===== config.mk =====
export PLATFORM = sky130hd
export DESIGN_NAME = scsi_ack_timing_controller
export DESIGN_NICKNAME = d
export VERILOG_FILES = /design/src/rtl/scsi_ack_pkg.sv /design/src/rtl/scsi_ack_timing_controller.sv
export SDC_FILE = /design/constraint.sdc
export NUM_CORES = 1
export LEC_CHECK = 0
export BUFFER_PORTS_ARGS = -buffer_cell sky130_fd_sc_hd__buf_2
export CORE_ASPECT_RATIO = 0.5
export CORE_MARGIN = 4
export CORE_UTILIZATION = 45
export CTS_CLUSTER_DIAMETER = 40
export CTS_CLUSTER_SIZE = 24
export DETAILED_ROUTE_END_ITERATION = 12
export PLACE_DENSITY_LB_ADDON = 0.3
export SYNTH_ARGS = -nofsm -noshare
export SYNTH_HDL_FRONTEND = slang
export SYNTH_SLANG_ARGS = --single-unit

===== constraint.sdc =====
create_clock -name clk_i -period 3.6 [get_ports clk_i]
set_input_delay 0.54 -clock clk_i [delete_from_list [all_inputs] [get_ports clk_i]]
set_output_delay 0.54 -clock clk_i [all_outputs]
set_load 0.02 [all_outputs]

===== src/rtl/scsi_ack_pkg.sv =====
package scsi_ack_pkg;

    // ----------------------------------------
    // timing
    // ----------------------------------------
    localparam int CLK_PERIOD_NS = 8;
    localparam int ASYNC_WR_DELAY_NS = 60;
    localparam int FAST_WR_DELAY_NS = 40;
    localparam int SYNC_WR_DELAY_NS = 90;
    // least times round up to whole cycles
    localparam logic [3:0] ASYNC_MIN_CYC =
        4'((ASYNC_WR_DELAY_NS + CLK_PERIOD_NS - 1) / CLK_PERIOD_NS);
    localparam logic [3:0] FAST_MIN_CYC =
        4'((FAST_WR_DELAY_NS + CLK_PERIOD_NS - 1) / CLK_PERIOD_NS);
    localparam logic [3:0] SYNC_MIN_CYC =
        4'((SYNC_WR_DELAY_NS + CLK_PERIOD_NS - 1) / CLK_PERIOD_NS);
    localparam logic [1:0] STRB_DLY_STATES = 2'h2;

    // ----------------------------------------
    // delay counter values
    // ----------------------------------------
    localparam logic [3:0] COUNT_FULL = 4'hf;
    localparam logic [3:0] ASYNC_LOAD_VALUE = 4'hd;
    localparam logic [3:0] FAST_SYNC_MIN_LOAD = 4'hb;
    localparam logic [3:0] LOAD_VALUE_RST = 4'hf;

    // ----------------------------------------
    // register map
    // ----------------------------------------
    localparam logic [3:0] CTRL_ADDR = 4'h0;
    localparam logic [3:0] STATUS_ADDR = 4'h1;
    localparam int CTRL_SYNC_BIT = 0;
    localparam int CTRL_LOAD_LSB = 4;

    // ----------------------------------------
    // synchronised pin positions
    // ----------------------------------------
    localparam int PIN_REQ = 0;
    localparam int PIN_ACKL = 1;
    localparam int PIN_IO = 2;
    localparam int PIN_OFS = 3;
    localparam int PIN_HF = 4;
    localparam int PIN_AVAIL = 5;
    localparam int PIN_N = 6;

    typedef enum logic [2:0] {
        A_IDLE = 3'b000,
        A_FILL = 3'b001,
        A_DLY1 = 3'b011,
        A_ACK = 3'b010,
        A_STR1 = 3'b110,
        A_STR2 = 3'b111,
        A_TERM = 3'b100,
        A_RDST = 3'b101
    } ack_state_t;

    typedef struct packed {
        logic [3:0] load_value;
        logic sync_mode;
    } ctrl_t;

    typedef struct packed {
        logic [PIN_N-1:0] pin_meta;
        logic [PIN_N-1:0] pin_sync;
        ctrl_t ctrl;
        logic [7:0] rdata;
        ack_state_t ack_state;
        logic async_fifo_read_start;
        logic sync_fifo_read_start;
        logic fifo_read_active;
        logic [1:0] strb_dly;
        logic fifo_read_end_state;
        logic xmit_valid;
        logic [3:0] since_load;
        logic rd_cycle;
        logic down_state;
        logic [3:0] delay_load_enable;
        logic delay_load_pend;
        logic [3:0] delay_count;
        logic delay_run;
        logic delay_exit_state;
        logic dly_done;
        logic echo;
        logic ack_out;
        logic strobe_out;
        logic down_out;
    } core_t;

endpackage


===== src/rtl/scsi_ack_timing_controller.sv =====
// Implementation choices: the register addresses and the plain strobed port.
`timescale 1ns/10ps
module scsi_ack_timing_controller
    import scsi_ack_pkg::*;
(
    input wire logic clk_i,
    input wire logic rst_b_i,
    input wire logic [3:0] reg_addr_i,
    input wire logic [7:0] reg_wdata_i,
    input wire logic reg_wr_i,
    input wire logic reg_rd_i,
    output logic [7:0] reg_rdata_o,
    input wire logic req_i,
    input wire logic ack_latched_i,
    input wire logic io_in_i,
    input wire logic offset_nonzero_i,
    input wire logic fifo_half_full_flag_i,
    input wire logic fifo_data_avail_i,
    output logic ack_o,
    output logic ack_bypass_en_o,
    output logic count_down_o,
    output logic fifo_strobe_o,
    output logic xmit_load_o
);

    // ----------------------------------------
    // helpers
    // ----------------------------------------
    // least cycles from transmit load to ACK for the mode
    function automatic logic [3:0] min_ack_cycles(input logic sync,
                                                  input logic [3:0] load);
        logic [3:0] r;
        r = ASYNC_MIN_CYC;
        if (sync) begin
            r = (load >= FAST_SYNC_MIN_LOAD) ? FAST_MIN_CYC : SYNC_MIN_CYC;
        end
        return r;
    endfunction

    function automatic logic [3:0] sat_inc(input logic [3:0] v);
        return (v == 4'hf) ? v : v + 4'h1;
    endfunction

    core_t st_ff;
    core_t nxt_st;
    logic req;
    logic ackl;
    logic io;
    logic ofs;
    logic hf;
    logic avail;
    logic sync;
    logic rd_busy;

    // synchronised pins, second stage only
    assign req = st_ff.pin_sync[PIN_REQ];
    assign ackl = st_ff.pin_sync[PIN_ACKL];
    assign io = st_ff.pin_sync[PIN_IO];
    assign ofs = st_ff.pin_sync[PIN_OFS];
    assign hf = st_ff.pin_sync[PIN_HF];
    assign avail = st_ff.pin_sync[PIN_AVAIL];
    assign sync = st_ff.ctrl.sync_mode;
    assign rd_busy = st_ff.fifo_read_active | st_ff.async_fifo_read_start |
                     st_ff.sync_fifo_read_start;

    // ----------------------------------------
    // next state
    // ----------------------------------------
    always_comb begin
        logic dly_call;
        logic [3:0] load_sel;
        logic since_ok;
        nxt_st = st_ff;
        dly_call = 1'b0;
        load_sel = sync ? st_ff.ctrl.load_value : ASYNC_LOAD_VALUE;
        since_ok = st_ff.rd_cycle ||
                   (st_ff.since_load >= min_ack_cycles(sync, st_ff.ctrl.load_value));

        // two-flop pin synchronisers
        nxt_st.pin_meta = {fifo_data_avail_i, fifo_half_full_flag_i,
                           offset_nonzero_i, io_in_i, ack_latched_i, req_i};
        nxt_st.pin_sync = st_ff.pin_meta;

        // register writes
        if (reg_wr_i && reg_addr_i == CTRL_ADDR) begin
            nxt_st.ctrl.sync_mode = reg_wdata_i[CTRL_SYNC_BIT];
            nxt_st.ctrl.load_value = reg_wdata_i[CTRL_LOAD_LSB +: 4];
        end

        // register reads, data valid one cycle later
        nxt_st.rdata = 8'h00;
        if (reg_rd_i) begin
            case (reg_addr_i)
                CTRL_ADDR: begin
                    nxt_st.rdata = {st_ff.ctrl.load_value, 3'h0, st_ff.ctrl.sync_mode};
                end
                STATUS_ADDR: begin
                    nxt_st.rdata = {st_ff.ack_state, st_ff.xmit_valid,
                                    st_ff.fifo_read_active, st_ff.delay_run,
                                    st_ff.echo, st_ff.ack_out};
                end
                default: begin
                    nxt_st.rdata = 8'h00;
                end
            endcase
        end

        // fifo read starts, one cycle each
        nxt_st.async_fifo_read_start = !io && !sync && avail && !rd_busy;
        nxt_st.sync_fifo_read_start = !io && sync && avail && ofs && !rd_busy;

        // read active holds the strobe until the end state
        if (st_ff.async_fifo_read_start || st_ff.sync_fifo_read_start) begin
            nxt_st.fifo_read_active = 1'b1;
        end else if (st_ff.fifo_read_end_state) begin
            nxt_st.fifo_read_active = 1'b0;
        end

        // strobe delay states
        if (!st_ff.fifo_read_active) begin
            nxt_st.strb_dly = 2'h0;
        end else if (st_ff.strb_dly != STRB_DLY_STATES) begin
            nxt_st.strb_dly = st_ff.strb_dly + 2'h1;
        end

        // end state once delay met and transmit register empty
        nxt_st.fifo_read_end_state = st_ff.fifo_read_active &&
                                     st_ff.strb_dly == STRB_DLY_STATES &&
                                     !st_ff.xmit_valid &&
                                     !st_ff.fifo_read_end_state;
        if (st_ff.fifo_read_end_state) begin
            nxt_st.xmit_valid = 1'b1;
        end

        // cycles since the transmit register was loaded
        // saturates so a long idle never wraps into a short gap
        nxt_st.since_load = st_ff.fifo_read_end_state ? 4'h0 : sat_inc(st_ff.since_load);

        // ack sequencer
        nxt_st.down_state = 1'b0;
        case (st_ff.ack_state)
            A_IDLE: begin
                if (!io && (st_ff.fifo_read_end_state || st_ff.xmit_valid)) begin
                    nxt_st.ack_state = A_FILL;
                end else if (io && sync && !hf && ofs) begin
                    nxt_st.ack_state = A_RDST;
                    nxt_st.rd_cycle = 1'b1;
                end
            end
            A_RDST: begin
                nxt_st.ack_state = A_FILL;
            end
            A_FILL: begin
                // fill state, then the delay load follows
                dly_call = 1'b1;
                nxt_st.down_state = st_ff.rd_cycle;
                nxt_st.ack_state = A_DLY1;
            end
            A_DLY1: begin
                if (st_ff.delay_exit_state) begin
                    nxt_st.dly_done = 1'b1;
                end
                if ((st_ff.delay_exit_state || st_ff.dly_done) && since_ok) begin
                    nxt_st.ack_state = A_ACK;
                    nxt_st.dly_done = 1'b0;
                    dly_call = sync;
                end
            end
            A_ACK: begin
                if (sync) begin
                    if (st_ff.delay_exit_state) begin
                        nxt_st.ack_state = A_STR1;
                    end
                end else if (ackl && !req) begin
                    nxt_st.ack_state = A_TERM;
                end
            end
            A_STR1: begin
                nxt_st.ack_state = A_STR2;
            end
            A_STR2: begin
                nxt_st.ack_state = A_IDLE;
                nxt_st.xmit_valid = st_ff.rd_cycle ? st_ff.xmit_valid : 1'b0;
                nxt_st.rd_cycle = 1'b0;
            end
            A_TERM: begin
                nxt_st.ack_state = A_IDLE;
                nxt_st.xmit_valid = 1'b0;
            end
            default: begin
                nxt_st.ack_state = A_IDLE;
            end
        endcase

        // delay counter: load-enable states, count, exit
        nxt_st.delay_exit_state = 1'b0;
        nxt_st.delay_load_pend = dly_call;
        nxt_st.delay_load_enable = dly_call ? load_sel : 4'h0;
        if (st_ff.delay_load_pend) begin
            nxt_st.delay_count = st_ff.delay_load_enable;
            nxt_st.delay_run = 1'b1;
        end else if (st_ff.delay_run) begin
            if (st_ff.delay_count == COUNT_FULL) begin
                nxt_st.delay_run = 1'b0;
                nxt_st.delay_exit_state = 1'b1;
            end else begin
                nxt_st.delay_count = st_ff.delay_count + 4'h1;
            end
        end

        // async read echo, held at half full until req drops
        // a held echo keeps ack up even if half full rises mid-beat
        if (st_ff.echo) begin
            nxt_st.echo = req && !sync;
        end else begin
            nxt_st.echo = io && !sync && req && !hf;
        end

        // registered outputs
        nxt_st.ack_out = nxt_st.ack_state == A_ACK || nxt_st.ack_state == A_STR1 ||
                         nxt_st.ack_state == A_STR2 || nxt_st.echo;
        nxt_st.strobe_out = nxt_st.async_fifo_read_start ||
                            nxt_st.sync_fifo_read_start || nxt_st.fifo_read_active;
        nxt_st.down_out = sync && (nxt_st.down_state || nxt_st.fifo_read_active);
    end

    // ----------------------------------------
    // state register
    // ----------------------------------------
    always_ff @(posedge clk_i or negedge rst_b_i) begin
        if (!rst_b_i) begin
            // load value resets to the shortest sync delay
            st_ff <= '0;
            st_ff.ctrl.load_value <= LOAD_VALUE_RST;
            st_ff.ack_state <= A_IDLE;
        end else begin
            st_ff <= nxt_st;
        end
    end

    // outputs from flops
    assign reg_rdata_o = st_ff.rdata;
    assign ack_o = st_ff.ack_out;
    assign ack_bypass_en_o = st_ff.ctrl.sync_mode;
    assign count_down_o = st_ff.down_out;
    assign fifo_strobe_o = st_ff.strobe_out;
    assign xmit_load_o = st_ff.fifo_read_end_state;
endmodule


==> results of run 1 <==
## state kept, by name, indices dropped and copies added (netlist names)
name             count
st_ff               31
reg_rdata_o          8
nxt_st               6
ack_bypass_en_o      1
ack_o                1
ackl                 1
avail                1
count_down_o         1
fifo_strobe_o        1
hf                   1
io                   1
ofs                  1
req                  1
xmit_load_o          1
## layout make-up
type | count | area, sq um | area share, %
Multi-Input combinational cell | 133 | 861 | 32.7
Tap cell | 70 | 87.6 | 3.32
Clock inverter | 2 | 17.5 | 0.664
Inverter | 5 | 18.8 | 0.712
Timing Repair Buffer | 32 | 163 | 6.17
Sequential cell | 56 | 1410 | 53.3
Clock buffer | 6 | 82.6 | 3.13
## cell families after synthesis
logic type      count (synthesis)  synth area share, %
xor+xnor                        2                0.730
simple gates                   75                 16.3
flops                          56                 58.6
mux                             7                 3.18
fa+ha+maj                       6                 3.13
compound gates                 43                 12.5
buf+inv                        23                 5.53
## worst max-delay path, delay by kind of cell (launching register included)
family | cells | cell delay, ns
AOI/OAI and AO/OA | 3 | 0.87
adders and majority gates | 1 | 0.30
DFF | 1 | 0.71
and+or+nand+nor | 2 | 0.34
## worst min-delay path by stage
stage	cells after the start	endpoint	slack, ns
2_1_floorplan	0	ack_bypass_en_o$_DFFE_PN0P_	0.24
3_3_place_gp	0	ackl$_DFF_PN0_	0.33
3_5_place_dp	0	io$_DFF_PN0_	0.34
4_1_cts	1	nxt_st[50]$_DFF_PN0_	0.30
5_1_grt	1	nxt_st[50]$_DFF_PN0_	0.31
6_report	1	nxt_st[50]$_DFF_PN0_	0.27
## report_power, final
group | total (uW) | switching [uW] | internal (uW)
combinational | 524 | 281 | 243
sequential | 961 | 177 | 785
clock | 366 | 205 | 161
total | 1850 | 663 | 1190
## synth_stat cells (all sizes together), types with 2 or more instances
library cell / n / area, sq um
o211ai: 2 / 15.0
and4b: 2 / 20.0
nand4: 4 / 25.0
mux2i: 2 / 20.0
nand2b: 3 / 18.8
nand3: 12 / 60.1
a21o: 2 / 15.0
and3: 2 / 12.5
a21oi: 6 / 30.0
dfrtp: 52 / 1300
ha: 6 / 75.1
a22o: 5 / 43.8
a211oi: 2 / 15.0
inv: 5 / 18.8
o31ai: 3 / 22.5
nor3b: 3 / 22.5
and2: 4 / 25.0
nor2: 24 / 90.1
a31oi: 3 / 18.8
mux2: 5 / 56.3
clkbuf: 5 / 20.0
buf: 13 / 93.8
o21ai: 7 / 35.0
nand2: 13 / 48.8
o22ai: 4 / 25.0
dfstp: 4 / 105
a21boi: 2 / 15.0
## metrics by stage
step                      hold WS, ns  std cells  total power (uW)  worst slack [ns]  cell area (sq um)
final                           0.267        304              1850              1.23               2640
after global routing            0.307        304              2000              1.01               2640
after CTS                       0.295        304              1870              1.23               2640
after detailed placement        0.339        296              1500              1.27               2540
after global placement          0.334        296              1450              1.45               2540
after floorplan                 0.244        212              1350              1.42               2400
## metal layers
layer	vias to the layer above	global-route usage (%)	part of all wire, %
li1	783	-	-
met1	760	18.6	47
met2	32	24.2	47
met3	7	3.77	4.9
met4	0	4.68	1.3
met5	-	0	0
==> impl_metrics.ini, run 1 <==
[floorplan]
initial_core_util_pct = 47.6
io_pins = 35
die_h_microns = 59.6
die_w_microns = 111
std_cell_rows = 18
die_area_sq_um = 6640
core_area_sq_um = 5040

[timing]
setup_viol = 0
slew_violations = 0
skew_ns = 0.00743
tightest_slew_ns = 0.726
fmax_mhz = 423
final-hold-violation-count = 0
post-route-period-util_pct = 65.7
min_period_ns = 2.37
maxSlewHeadroom_pct = 51.6
rsz0062_at_grt = no
fin_setup_tns_ns = 0

[global_route]
grt_pass1_vias = 1623
grt_pass1_wl_microns = 7450
antenna_found_initial = 0
grt.total_usage_pct = 14.4
grt_max_degree = 35
grt-ovfl-total = 0

[logic_synthesis]
synth_edf_count = 0
syn_area_sq_um = 2400
yosysWarningCount = 0
ys_async_sr_fraction_pct = 100
syn-instance-count = 212
syn_area_per_cell_sq_um = 11.3
ys_ff_latch = 56
synth_ff_type = dfrtp_1
yosysUniqueCellTypes = 47
synth_nets = 240
synth-seq-area-share_pct = 58.6

[clock_tree]
htree_levels = 2
clockBufferDepth = 2
cts_tree = built
cts_root_buf = clkbuf_8
cts.clk_slew.worst_paths_ns = 0.10
cts_buffers = 5
cts_resized = 0
hold_buffers = 0
cts.sinks = 56
clock_latency_ns = 0.31
post-cts-setup-buffer-count = 0

[finish]
post-route-util_pct = 52.3
layout_commonest_cell = dfrtp_1
final_nets = 261
fill_cells = 466
final_cell_mix = dfrtp_1 (52), buf_2 (31), nor2_1 (24)
drive_gt1_share_pct = 22.2
n_antenna_cell = 0
area_growth_pct = 9.85

[setup_path]
cp-end-kind = flip-flop
cp_cell_sequence = nand2_1 -> nor2_1 -> ha_1 -> a211oi_1 -> o22a_1 -> o22ai_1
path_class = flip-flop to flip-flop
cp.arrival_ns = 2.53
timing.critical_path.to = st_ff[11]$_DFF_PN0_
r2r-end = st_ff[11]$_DFF_PN0_
worstSetupStartpointType = flip-flop
timing.rr.start = ack_bypass_en_o$_DFFE_PN0P_
slowest_stage = dfrtp_1
crit_path_start = ack_bypass_en_o$_DFFE_PN0P_
cp.required_ns = 3.77
reg2reg_setup_slack_ns = 1.23
rr_worst_depth = 6
slowest_delay_ns = 0.71
worstPathMaxFanout = 18

[placement]
dp_hpwl_microns = 3130
port_buffers = 31
place_congestion = 0.773

[drt]
drt_iter0_drc = 84
postRouteAntennaNets = 0
drt-vias-per-instance = 5.20
via_count = 1582
drc = 0
wirelength_microns = 4350
first_pass_iters = 4
wl_per_cell_microns = 14.3

[pwr]
ir_worst_vdd_uv = 252
total_leakage_power_uw = 0.00126
power_density_nw_per_um2 = 702

[worst_hold_path]
min_path_type = input port to asynchronous set/reset pin

[run_status]
status = complete, no violations

[run]
cap_violations = 0
No activity file was read; power rests on OpenSTA's default activity.
==> inputs of run 2 (changes only) <==
- ABC_AREA: not set -> 1
- clock period: 3.6 -> 2 ns (I/O delays scaled with it)
==> run 2 against run 1 <==
The run now ends with hold timing left. Cell count up 14%. Synthesized area is 3.1% lower. First-iteration DRC count grew 45%. Setup slack lost 1.2 ns. Clock power up 79%. Clock-buffer cell count grew 2. Global-route usage increased by 0.56 points. Fmax grew 20%. Utilization up 3.0 points. Design area up 3.9%.
==> impl_metrics.ini, run 2 <==
[setup_path]
timing.rr.start = st_ff[44]$_DFFE_PN1P_
slowest_stage = dfstp_2
cp.arrival_ns = 2.17
reg2reg_setup_slack_ns = 0.03
cp.required_ns = 2.20
worstSetupStartpointType = flip-flop
worstPathMaxFanout = 5
rr_worst_depth = 13
cp_cell_sequence = inv_2 -> nor3_2 -> buf_4 -> ha_4 -> nor2_4 -> nand2_1 -> nand2_1 -> nand2_1 -> nand2_2 -> nor2_4 -> a21oi_2 -> buf_6 -> nor2_2
slowest_delay_ns = 0.55
cp.depth = 13
crit_path_frequent_cell = nand2_1
cp.buffers_inverters = 3
cp-end-kind = flip-flop
r2r-end = st_ff[15]$_DFF_PN0_
timing.critical_path.to = st_ff[15]$_DFF_PN0_
path_class = flip-flop to flip-flop
crit_path_start = st_ff[44]$_DFFE_PN1P_
crit_family = simple AND/OR/NAND/NOR gates

[logic_synthesis]
yosysWarningCount = 0
ys_async_sr_fraction_pct = 100
syn_area_per_cell_sq_um = 9.69
synth_area_leaders = dfrtp_1 (56%), nand2_1 (6.5%), inv_1 (5.2%)
syn-instance-count = 240
yosys.area.top_type = dfrtp_1
synth_ff_type = dfrtp_1
syn_area_sq_um = 2330
ys_ff_latch = 56
synth_most_common_cell = dfrtp_1
synth-seq-area-share_pct = 60.5
synth_edf_count = 0
synth_top_area_share_pct = 55.9
synth_commonest_cells = dfrtp_1 (52), nand2_1 (40), inv_1 (32)
synth_nets = 268
yosysUniqueCellTypes = 24

[clock_tree]
cts.sinks = 56
cts.clk_slew.worst_paths_ns = 0.09
clockBufferDepth = 2
clock_latency_ns = 0.30
cts_root_buf = clkbuf_8
post-cts-setup-buffer-count = 0
cts_tree = built
htree_levels = 2
cts_buffers = 5

[timing]
final-hold-violation-count = 2
rsz0062_at_grt = yes
min_period_ns = 1.97
setup_viol = 0
post-route-period-util_pct = 98.4
skew_ns = 0.00482
tightest_slew_ns = 0.606
slew_violations = 0
hold-worst-slack_ns = -0.00506
fin_ws_ns = 0.0318
maxSlewHeadroom_pct = 59.6
fmax_mhz = 508

[drt]
wl_per_cell_microns = 12.4
drc = 0
via_count = 1649
drt_iter0_drc = 122
drt-vias-per-instance = 4.74
wirelength_microns = 4310
postRouteAntennaNets = 0
first_pass_iters = 4

[placement]
postPlaceCellArea_sq_um = 2570
dp_hpwl_microns = 3170
port_buffers = 31
place_ws_ns = -0.00364
place_congestion = 0.904

[pwr]
total_leakage_power_uw = 0.00139
power_uw = 3450
power_density_nw_per_um2 = 1260
ir_worst_vdd_uv = 587

[worst_hold_path]
min_path_type = input port to asynchronous set/reset pin

[finish]
registers.top_by_ff_count = st_ff
n_antenna_cell = 0
multiInputGateArea_sq_um = 793
fin_area_sq_um = 2740
layout_commonest_cell = dfrtp_1
fill_cells = 453
final_cell_mix = dfrtp_1 (52), nand2_1 (39), buf_2 (31)
final_nets = 305
largest_reg_flops = 31
drive_gt1_share_pct = 24.1
area_growth_pct = 17.8
regArea_sq_um = 1410

[floorplan]
die_w_microns = 110
std_cell_rows = 18
die_area_sq_um = 6450
core_area_sq_um = 4950
initial_core_util_pct = 46.9
die_h_microns = 58.8
io_pins = 35

[run_status]
violations = hold timing
status = complete, but fails checks

[global_route]
grt_max_degree = 32
grt.total_usage_pct = 14.9
antenna_found_initial = 0
grt_pass1_wl_microns = 7350
grt-ovfl-total = 0
grt_pass1_vias = 1648

[run]
cap_violations = 0
[run 2: area by class of cell]
class / count / share of cell area, %
tap: 70 / 3.20
timing repair buffer: 39 / 8.45
sequential: 56 / 51.3
inverter: 32 / 4.39
multi-input combinational: 143 / 29.0
clock buffer: 8 / 3.65
[run 2: metal layers]
metal	global-route usage, %	share of wire, %	wire length [microns]
met5	0	0	0
met4	3.91	0.84	36
met3	3.94	4.5	193
met2	24.5	48	2050
met1	20.0	47	2030
[run 2: kinds of logic after synthesis]
family,after synthesis,share of synthesized area (%)
and+or+nand+nor,105,20.3
DFF,56,60.5
buffers and inverters,41,8.07
AOI/OAI and AO/OA,31,7.53
adders and majority gates,6,3.23
xor gates and xnor gates,1,0.377
[run 2: through the flow]
stage,TNS [ns],instances,utilization [%]
3_3_place_gp,-0.0941,340,51.9
5_1_grt,-0.271,348,55.3
2_1_floorplan,0,240,-
3_5_place_dp,-0.00364,340,51.9
4_1_cts,0,348,54.1
6_report,0,348,55.3
[run 2: worst min-delay path by stage]
stage	from	to	depth (start not counted)
after global placement	nxt_st[45]$_DFF_PN0_	req$_DFF_PN0_	0
after CTS	rst_b_i	reg_rdata_o[7]$_DFF_PN0_	1
after global routing	rst_b_i	reg_rdata_o[7]$_DFF_PN0_	1
after floorplan	rst_b_i	ack_bypass_en_o$_DFFE_PN0P_	0
after detailed placement	nxt_st[48]$_DFF_PN0_	ofs$_DFF_PN0_	0
final	rst_b_i	reg_rdata_o[7]$_DFF_PN0_	1
[run 2: where the power goes]
group          total, uW  switching [uW]  internal, uW
combinational       1140             681           463
sequential          1650             229          1420
clock                655             338           317
total               3450            1250          2200
[run 2: worst register-to-register path, cell delays in order (launching register included)]
cell and delay [ns]:
dfstp_2 0.55, inv_2 0.05, nor3_2 0.18, buf_4 0.17, ha_4 0.20, nor2_4 0.09, nand2_1 0.06, nand2_1 0.06
nand2_1 0.06, nand2_2 0.09, nor2_4 0.04, a21oi_2 0.15, buf_6 0.14, nor2_2 0.04
[run 2: repair_timing]
action / CTS / global route
gates resized for setup: 1 / 15
hold buffers: 0 / 0
setup endpoints to repair: 5 / 6
pin swaps: 0 / 8
==> inputs of run 3 (changes only) <==
- BUFFER_PORTS_ARGS: -buffer_cell sky130_fd_sc_hd__buf_2 -> not set
- DONT_BUFFER_PORTS: not set -> 1
- GPL_ROUTABILITY_DRIVEN: not set -> 0
==> run 3 against run 2 <==
The run now ends clean. Cell count decreased by 6.6%. Register-to-register slack improved by 0.04 ns. Sequential power increased by 2%. Routed wire length decreased by 4.4%. Utilization decreased by 1.4 points. Sequential share of layout area increased by 1.3 points. Via count decreased by 3.7%. Non-clock buffer count decreased by 23. Combinational power decreased by 11%. Sequential cell count unchanged. Critical path depth unchanged. Power increased by 1.3%. Critical path type unchanged. Highest routed layer unchanged.
==> impl_metrics.ini, run 3 (synthesis results as in run 2) <==
[run]
cap_violations = 0

[floorplan]
io_pins = 35
std_cell_rows = 18
core_area_sq_um = 4950
die_h_microns = 58.8
die_w_microns = 110
initial_core_util_pct = 46.9
die_area_sq_um = 6450

[drt]
postRouteAntennaNets = 0
drt_iter0_drc = 109
drc = 0
via_count = 1588
drt-vias-per-instance = 4.89
wl_per_cell_microns = 12.7
wirelength_microns = 4120
first_pass_iters = 4

[clock_tree]
clock_latency_ns = 0.30
htree_levels = 2
cts_buffers = 5
clockBufferDepth = 2
cts.sinks = 56
cts.clk_slew.worst_paths_ns = 0.09
cts_root_buf = clkbuf_8
post-cts-setup-buffer-count = 0
cts_tree = built

[setup_path]
worstPathMaxFanout = 5
rr_worst_depth = 13
path_class = flip-flop to flip-flop
worstSetupStartpointType = flip-flop
timing.rr.start = st_ff[44]$_DFFE_PN1P_
cp-end-kind = flip-flop
r2r-end = st_ff[15]$_DFF_PN0_
cp.required_ns = 2.20
cp.arrival_ns = 2.13
reg2reg_setup_slack_ns = 0.07

[finish]
largest_reg_flops = 31
final_nets = 282
final_cell_mix = dfrtp_1 (52), nand2_1 (39), inv_1 (31)
registers.top_by_ff_count = st_ff
fin_area_sq_um = 2670
post-route-util_pct = 53.9
area_growth_pct = 14.8
fill_cells = 444
drive_gt1_share_pct = 12.2
n_antenna_cell = 0
layout_commonest_cell = dfrtp_1

[timing]
maxSlewHeadroom_pct = 71.7
setup_viol = 0
skew_ns = 0.00895
rsz0062_at_grt = yes
hold-worst-slack_ns = 0.111
final-hold-violation-count = 0
slew_violations = 0
fmax_mhz = 518
min_period_ns = 1.93
fin_ws_ns = 0.0703
post-route-period-util_pct = 96.5
tightest_slew_ns = 0.424

[global_route]
antenna_found_initial = 0
grt_pass1_wl_microns = 6990
grt-ovfl-total = 0
grt.total_usage_pct = 14.2
grt_pass1_vias = 1523
grt_max_degree = 57

[placement]
postPlaceCellArea_sq_um = 2410
port_buffers = 0
dp_hpwl_microns = 2960
place_ws_ns = -0.0240

[worst_hold_path]
holdPathEnd = st_ff[43]$_DFFE_PN1P_
min_path_type = input port to flip-flop
min_from = reg_wdata_i[6]
hold_depth = 2

[run_status]
status = complete, no violations

[pwr]
p_comb_share_pct = 29.0
ir_worst_vdd_uv = 545
power.share.switching_pct = 34.7
seq_power_share_pct = 48.5
p_int_uw = 2280
p_switching_uw = 1210
total_leakage_power_uw = 0.00131
power_density_nw_per_um2 = 1310
clock_power_share_pct = 22.6
[run 3: critical path, stage by stage, from the launching register on]
cell	delay, ns
dfstp_2	0.54
inv_2	0.05
nor3_4	0.19
buf_6	0.13
ha_4	0.19
nor2_4	0.09
nand2_1	0.05
nand2_1	0.06
nand2_1	0.06
nand2_2	0.07
nor2_1	0.04
a21oi_1	0.15
buf_4	0.16
nor2_1	0.04
[run 3: power by group through the flow]
stage / Sequential [uW] / Combinational [uW] / Clock [uW]
3_3_place_gp: 1700 / 879 / 0
4_1_cts: 1680 / 959 / 808
3_5_place_dp: 1710 / 918 / 0
5_1_grt: 1740 / 1180 / 855
2_1_floorplan: 1660 / 708 / 0
6_report: 1690 / 1010 / 788
[run 3: how the worst max path moves through the flow]
stage / cells past startpoint / startpoint / slack [ns] / endpoint
floorplan: 12 / ack_bypass_en_o$_DFFE_PN0P_ / 0.01 / st_ff[12]$_DFF_PN0_
global placement: 13 / st_ff[44]$_DFFE_PN1P_ / -0.04 / st_ff[15]$_DFF_PN0_
detailed placement: 13 / st_ff[44]$_DFFE_PN1P_ / -0.02 / st_ff[15]$_DFF_PN0_
CTS: 13 / st_ff[44]$_DFFE_PN1P_ / 0.02 / st_ff[15]$_DFF_PN0_
global route: 13 / st_ff[44]$_DFFE_PN1P_ / -0.07 / st_ff[15]$_DFF_PN0_
finish: 13 / st_ff[44]$_DFFE_PN1P_ / 0.07 / st_ff[15]$_DFF_PN0_
[run 3: area by class of cell]
cell class / instances / area (sq um) / share of cell area, %
flip-flops and latches: 56 / 1410 / 52.6
clock inverters: 1 / 30.0 / 1.12
well taps: 70 / 87.6 / 3.28
multi-input cells: 143 / 769 / 28.8
repair buffers: 16 / 161 / 6.04
inverters: 32 / 120 / 4.50
clock buffers: 7 / 96.3 / 3.61
[run 3: routing by layer]
metal  track usage, %  share of wire (%)  vias up
met5                0                  0        -
met2             22.5                 48       23
li1                 -                  -      797
met3             4.27                3.1        4
met4             4.26                1.0        0
met1             19.2                 48      764
[run 3: per-stage QoR]
step / std cells / TNS (ns) / total power [uW]
2_1_floorplan: 240 / 0 / 2360
3_3_place_gp: 309 / -0.168 / 2580
3_5_place_dp: 309 / -0.105 / 2620
4_1_cts: 319 / 0 / 3450
5_1_grt: 325 / -0.300 / 3780
6_report: 325 / 0 / 3490
[run 3: what timing repair did]
item / CTS / global route
pin swaps: 0 / 7
endpoints found under the setup margin: 5 / 6
gates resized for setup: 1 / 8
hold buffers: 2 / 6
hold endpoints to repair: 56 / 6
